**src/core/qb_port_pkg.sv**
```systemverilog
package qb_port_pkg;
  // Port geometry
  localparam int PORT_WIDTH = 8;
  // Latch reset value: quasi-bidirectional pins come up as inputs
  localparam logic [7:0] LATCH_RESET = 8'hff;
  // Strong pull-up boost length
  localparam int BOOST_CYCLES = 2;
  localparam int BOOST_CNT_W = 2;
  // Bit position of the weak pull-up disable in the auxiliary control
  localparam int WEAK_PULLUP_DISABLE_BIT = 7;

  // Per-pin driver controls as one bundle
  typedef struct packed {
    logic [7:0] pull_down;
    logic [7:0] weak_up;
    logic [7:0] medium_up;
    logic [7:0] strong_up;
  } pin_drive_s;
endpackage : qb_port_pkg

```
**src/core/quasi_bidir_port_driver.sv**
```systemverilog
// Behaviour
// - Weak pull-up stays on whenever the pin latch holds one.
// - Medium pull-up on only while latch is one and pin reads one.
// - External low on a latched-one pin drops medium, leaves weak on.
// - Latch zero-to-one turns strong pull-up on for two clocks, fewer if the latch returns to zero.
// - Latch zero drives the pin low through the strong pull-down.
// - Weak pull-up disable bit turns off weak pull-up on latched-zero pins.
// - Inputs need a one in the latch; outside driver overcomes pull-ups.
`timescale 1ns/1ns
module quasi_bidir_port_driver
  import qb_port_pkg::*;
#(
  parameter int WIDTH = PORT_WIDTH
) (
  // Clock and reset
  input wire logic clk,
  input wire logic rst_b,
  // Latch write from the core
  input wire logic latch_we,
  input wire logic [WIDTH-1:0] latch_wdata,
  // Auxiliary control register bit 7
  input wire logic weak_pullup_disable,
  // Pad level
  input wire logic [WIDTH-1:0] pin_in,
  // Driver controls
  output logic [WIDTH-1:0] pull_down_en,
  output logic [WIDTH-1:0] weak_up_en,
  output logic [WIDTH-1:0] medium_up_en,
  output logic [WIDTH-1:0] strong_up_en,
  // Read-back
  output logic [WIDTH-1:0] latch_q,
  output logic [WIDTH-1:0] pin_read
);

  logic [WIDTH-1:0] latch_r, latch_nxt;
  logic [WIDTH-1:0] pin_s1_r, pin_s2_r;
  logic [WIDTH-1:0] rise;
  logic [WIDTH-1:0] boost_nxt;
  logic [WIDTH-1:0] pd_nxt, weak_nxt, med_nxt;
  logic [BOOST_CNT_W-1:0] boost_cnt_r [WIDTH];
  logic [BOOST_CNT_W-1:0] boost_cnt_nxt [WIDTH];

  // New latch value and zero-to-one detection
  assign latch_nxt = latch_we ? latch_wdata : latch_r;
  assign rise = latch_nxt & ~latch_r;

  // Drive decode, one clock ahead of the registered outputs.
  // Medium follows the synchronized pin, so an outside low drops it.
  assign pd_nxt = ~latch_nxt;
  assign weak_nxt = latch_nxt
                  | (weak_pullup_disable ? '0 : ~latch_nxt);
  assign med_nxt = latch_nxt & pin_s2_r;

  // Boost counters load on a rising latch and count down to zero
  always_comb begin
    for (int i = 0; i < WIDTH; i++) begin
      if (rise[i]) begin
        boost_cnt_nxt[i] = BOOST_CNT_W'(BOOST_CYCLES);
      end else if (boost_cnt_r[i] != '0 && latch_nxt[i]) begin
        boost_cnt_nxt[i] = boost_cnt_r[i] - 1'b1;
      end else begin
        boost_cnt_nxt[i] = '0; // Latch back to zero aborts the boost
      end
      boost_nxt[i] = boost_cnt_nxt[i] != '0;
    end
  end

  // Latch and counters
  always_ff @(posedge clk or negedge rst_b) begin
    if (!rst_b) begin
      latch_r <= LATCH_RESET[WIDTH-1:0];
      for (int i = 0; i < WIDTH; i++) begin
        boost_cnt_r[i] <= '0;
      end
    end else begin
      latch_r <= latch_nxt;
      boost_cnt_r <= boost_cnt_nxt;
    end
  end

  // Pin synchroniser; second stage alone feeds the logic
  always_ff @(posedge clk or negedge rst_b) begin
    if (!rst_b) begin
      pin_s1_r <= '0;
      pin_s2_r <= '0;
    end else begin
      pin_s1_r <= pin_in;
      pin_s2_r <= pin_s1_r;
    end
  end

  // Registered driver outputs
  always_ff @(posedge clk or negedge rst_b) begin
    if (!rst_b) begin
      pull_down_en <= '0;
      weak_up_en <= '1;
      medium_up_en <= '0;
      strong_up_en <= '0;
      latch_q <= LATCH_RESET[WIDTH-1:0];
      pin_read <= '0;
    end else begin
      pull_down_en <= pd_nxt;
      weak_up_en <= weak_nxt;
      medium_up_en <= med_nxt;
      strong_up_en <= boost_nxt;
      latch_q <= latch_nxt;
      pin_read <= pin_s2_r;
    end
  end
endmodule : quasi_bidir_port_driver

```
**config.mk**
```make
export PLATFORM = sky130hd
export DESIGN_NAME = quasi_bidir_port_driver
export DESIGN_NICKNAME = d
export VERILOG_FILES = /design/src/core/qb_port_pkg.sv /design/src/core/quasi_bidir_port_driver.sv
export SDC_FILE = /design/constraint.sdc
export NUM_CORES = 1
export LEC_CHECK = 0
export ABC_AREA = 1
export CAP_MARGIN = 20
export CORE_MARGIN = 1
export CORE_UTILIZATION = 35
export DETAILED_ROUTE_END_ITERATION = 6
export DONT_BUFFER_PORTS = 1
export SLEW_MARGIN = 20
export SYNTH_ARGS = -nofsm -noshare
export SYNTH_HDL_FRONTEND = slang
export SYNTH_SLANG_ARGS = --single-unit
export TNS_END_PERCENT = 20
```
**constraint.sdc**
```tcl
create_clock -name clk -period 3 [get_ports clk]
set_input_delay 0.45 -clock clk [delete_from_list [all_inputs] [get_ports clk]]
set_output_delay 0.45 -clock clk [all_outputs]
set_load 0.01 [all_outputs]
```
==> results.json <==
{
  "synth_area_leaders": "dfrtp_1 (56%), dfstp_2 (15%), nand2_4 (6.3%)",
  "ios": 68,
  "finalCritPeriodShare": 0.4689,
  "syn_inst": 233,
  "final_antenna_net_count": 0,
  "avgSynthCellArea_sq_um": 12.26,
  "hp-class": "in -> reg",
  "cts.sinks": 80,
  "tightestPinTransition_ns": 0.4199,
  "drtPass1Iterations": 4,
  "drc": 0,
  "fmax_mhz": 710.9,
  "mostFrequentLayoutCells": "dfrtp_1 (64), inv_1 (46), nand2_1 (40), nand2_4 (16), dfstp_2 (16)",
  "skew_ns": 0.01118,
  "required_ns": 2.55,
  "ys_ff_latch": 80,
  "die_area_sq_um": 8527,
  "critical_path_class": "reg -> out",
  "rsz0062_at_grt": "false",
  "grt_pass1_vias": 1618,
  "dp_cells": 333,
  "portBuffers": 0,
  "maxCapViolations": 0,
  "layout.cells.non_filler": 351,
  "ir_worst_vdd_uv": 313.2,
  "cts.repair_timing.setup_buffer_count": 0,
  "synth_top_area_frac": 0.5607,
  "drive_above_1_share": 0.2932,
  "cts_htree_levels": 3,
  "die_h_microns": 92.34,
  "clk_pin_slew_ns": 0.08,
  "slew_headroom": 0.7200,
  "drt_iter0_drc": 52,
  "yosysTopAreaCell": "dfrtp_1",
  "die_w_microns": 92.34,
  "clock_path_buffers": 2,
  "num_antenna_cells": 0,
  "cts_root_buf": "clkbuf_8",
  "synth.distinct_cells": 14,
  "wire_per_inst_microns": 13.75,
  "clock_latency_ns": 0.34,
  "leakage_nw": 1.716,
  "status": "finished clean",
  "p_per_area_nw_per_um2": 726.6,
  "p_int_mw": 1.808,
  "endpoint_kind": "primary output",
  "synthesis.nets": 261,
  "vias": 1472,
  "antenna_found_initial": 1,
  "cp.arrival_ns": 0.96,
  "power_frac_clock": 0.402,
  "final_net_count": 272,
  "area_growth_pct": 13.84,
  "gr-total-overflow": 0,
  "seq_power_share": 0.527,
  "cts_tree": "built",
  "grt_max_degree": 81,
  "dp_hpwl_microns": 3132,
  "comb_power_share": 0.070,
  "core_sq_um": 7807,
  "hold_violations": 0,
  "drv_slew": 0,
  "p_sw_mw": 0.5546,
  "mostFrequentLayoutCell": "dfrtp_1",
  "syn_area_sq_um": 2856,
  "synth-seq-area-share": 0.7078,
  "cts_made_buffers": 9,
  "rows": 32,
  "start_util": 0.3659,
  "setup-violations-final": 0,
  "routed_wl_microns": 4827,
  "p_sw_frac": 0.2347,
  "cp_max_fo": 4,
  "start_kind": "flip-flop",
  "grt_first_pass_wirelength_microns": 8100,
  "synth-warning-count": 0,
  "period_needed_ns": 1.407,
  "total_power_mw": 2.363,
  "final.setup.tns_ns": 0,
  "grt_usage": 0.1288,
  "post-route-util": 0.4165,
  "vias_per_cell": 4.194,
  "place_congestion": 0.6942
}
==> worst register-to-register path: stages, from the launching register on <==
cell and delay, ns:
dfrtp_1 0.35, inv_1 0.05, ha_1 0.28, o21ai_0 0.20
nand2_2 0.08, nand2_1 0.08
==> metrics by stage <==
stage | setup WS (ns) | hold WS (ns) | instance area (sq um)
after floorplan | 1.984 | 0.1544 | 2856
after global placement | 1.963 | 0.1563 | 2969
after global routing | 1.551 | 0.1075 | 3252
after CTS | 1.562 | 0.1059 | 3252
after detailed placement | 1.908 | 0.1562 | 2969
final | 1.593 | 0.1349 | 3252
==> per-layer routing <==
layer,vias up,global-route usage,part of all wire
met2,48,0.2056,0.48
li1,695,-,-
met3,14,0.03941,0.056
met5,-,0,0.0033
met4,2,0.06901,0.027
met1,713,0.1562,0.44
==> cell type report <==
type                            count  area [sq um]
Multi-Input combinational cell     96         600.6
Timing Repair Buffer                2         37.54
Inverter                           55         219.0
Tap cell                          102         127.6
Fill cell                         746          4556
Sequential cell                    80          2022
Clock buffer                       11         141.4
Clock inverter                      5         103.9
==> what timing repair did <==
item                                   4_1_cts  5_1_grt
hold buffers                                 2        0
resized for setup                            0        0
endpoints found under the hold margin       80        0
==> synthesized netlist by cell type <==
cell type,instances
nor2_1,8
inv_1,46
buf_1,1
dfrtp_1,64
o21ai_0,8
dfstp_2,16
buf_6,1
inv_2,8
nand2_4,16
nor2_2,8
nand2_1,40
inv_12,1
ha_1,8
nand2_2,8
==> cells by family (layout without fill, tap and decap cells) <==
family / after synthesis / count (layout) / synth area share
compound gates: 8 / 8 / 0.01402
fa+ha+maj: 8 / 8 / 0.03504
buf+inv: 57 / 73 / 0.08191
flops: 80 / 80 / 0.7078
simple gates: 80 / 80 / 0.1612
==> power by group through the flow <==
stage / logic, mW / registers (mW) / clock network [mW]
2_1_floorplan: 0.123 / 1.25 / 0
3_3_place_gp: 0.136 / 1.27 / 0
3_5_place_dp: 0.144 / 1.27 / 0
4_1_cts: 0.172 / 1.25 / 0.996
5_1_grt: 0.199 / 1.26 / 1.03
6_report: 0.166 / 1.25 / 0.951
==> registers in the layout (all words and copies together) (netlist names) <==
signal / flops
weak_up_en: 8
boost_cnt_r: 16
medium_up_en: 8
strong_up_en: 8
pin_s2_r: 8
pull_down_en: 8
latch_q: 8
pin_s1_r: 8
pin_read: 8
==> worst paths after layout <==
path                                          start                   endpoint  slack, ns  cells after the start
min in group asynchronous                     rst_b  medium_up_en[1]$_DFF_PN0_       0.65                      2
hold / removal                            pin_in[1]      pin_s1_r[1]$_DFF_PN0_       0.13                      0
setup reg to reg           boost_cnt_r[6]$_DFF_PN0_  strong_up_en[4]$_DFF_PN0_       1.91                      5
setup / recovery               latch_q[6]$_DFF_PN1_                 latch_q[6]       1.59                      0
hold reg to reg               pin_s1_r[4]$_DFF_PN0_      pin_s2_r[4]$_DFF_PN0_       0.34                      0
max in group asynchronous                     rst_b       latch_q[3]$_DFF_PN1_       1.94                      2
(Power assumes the default switching activity.)
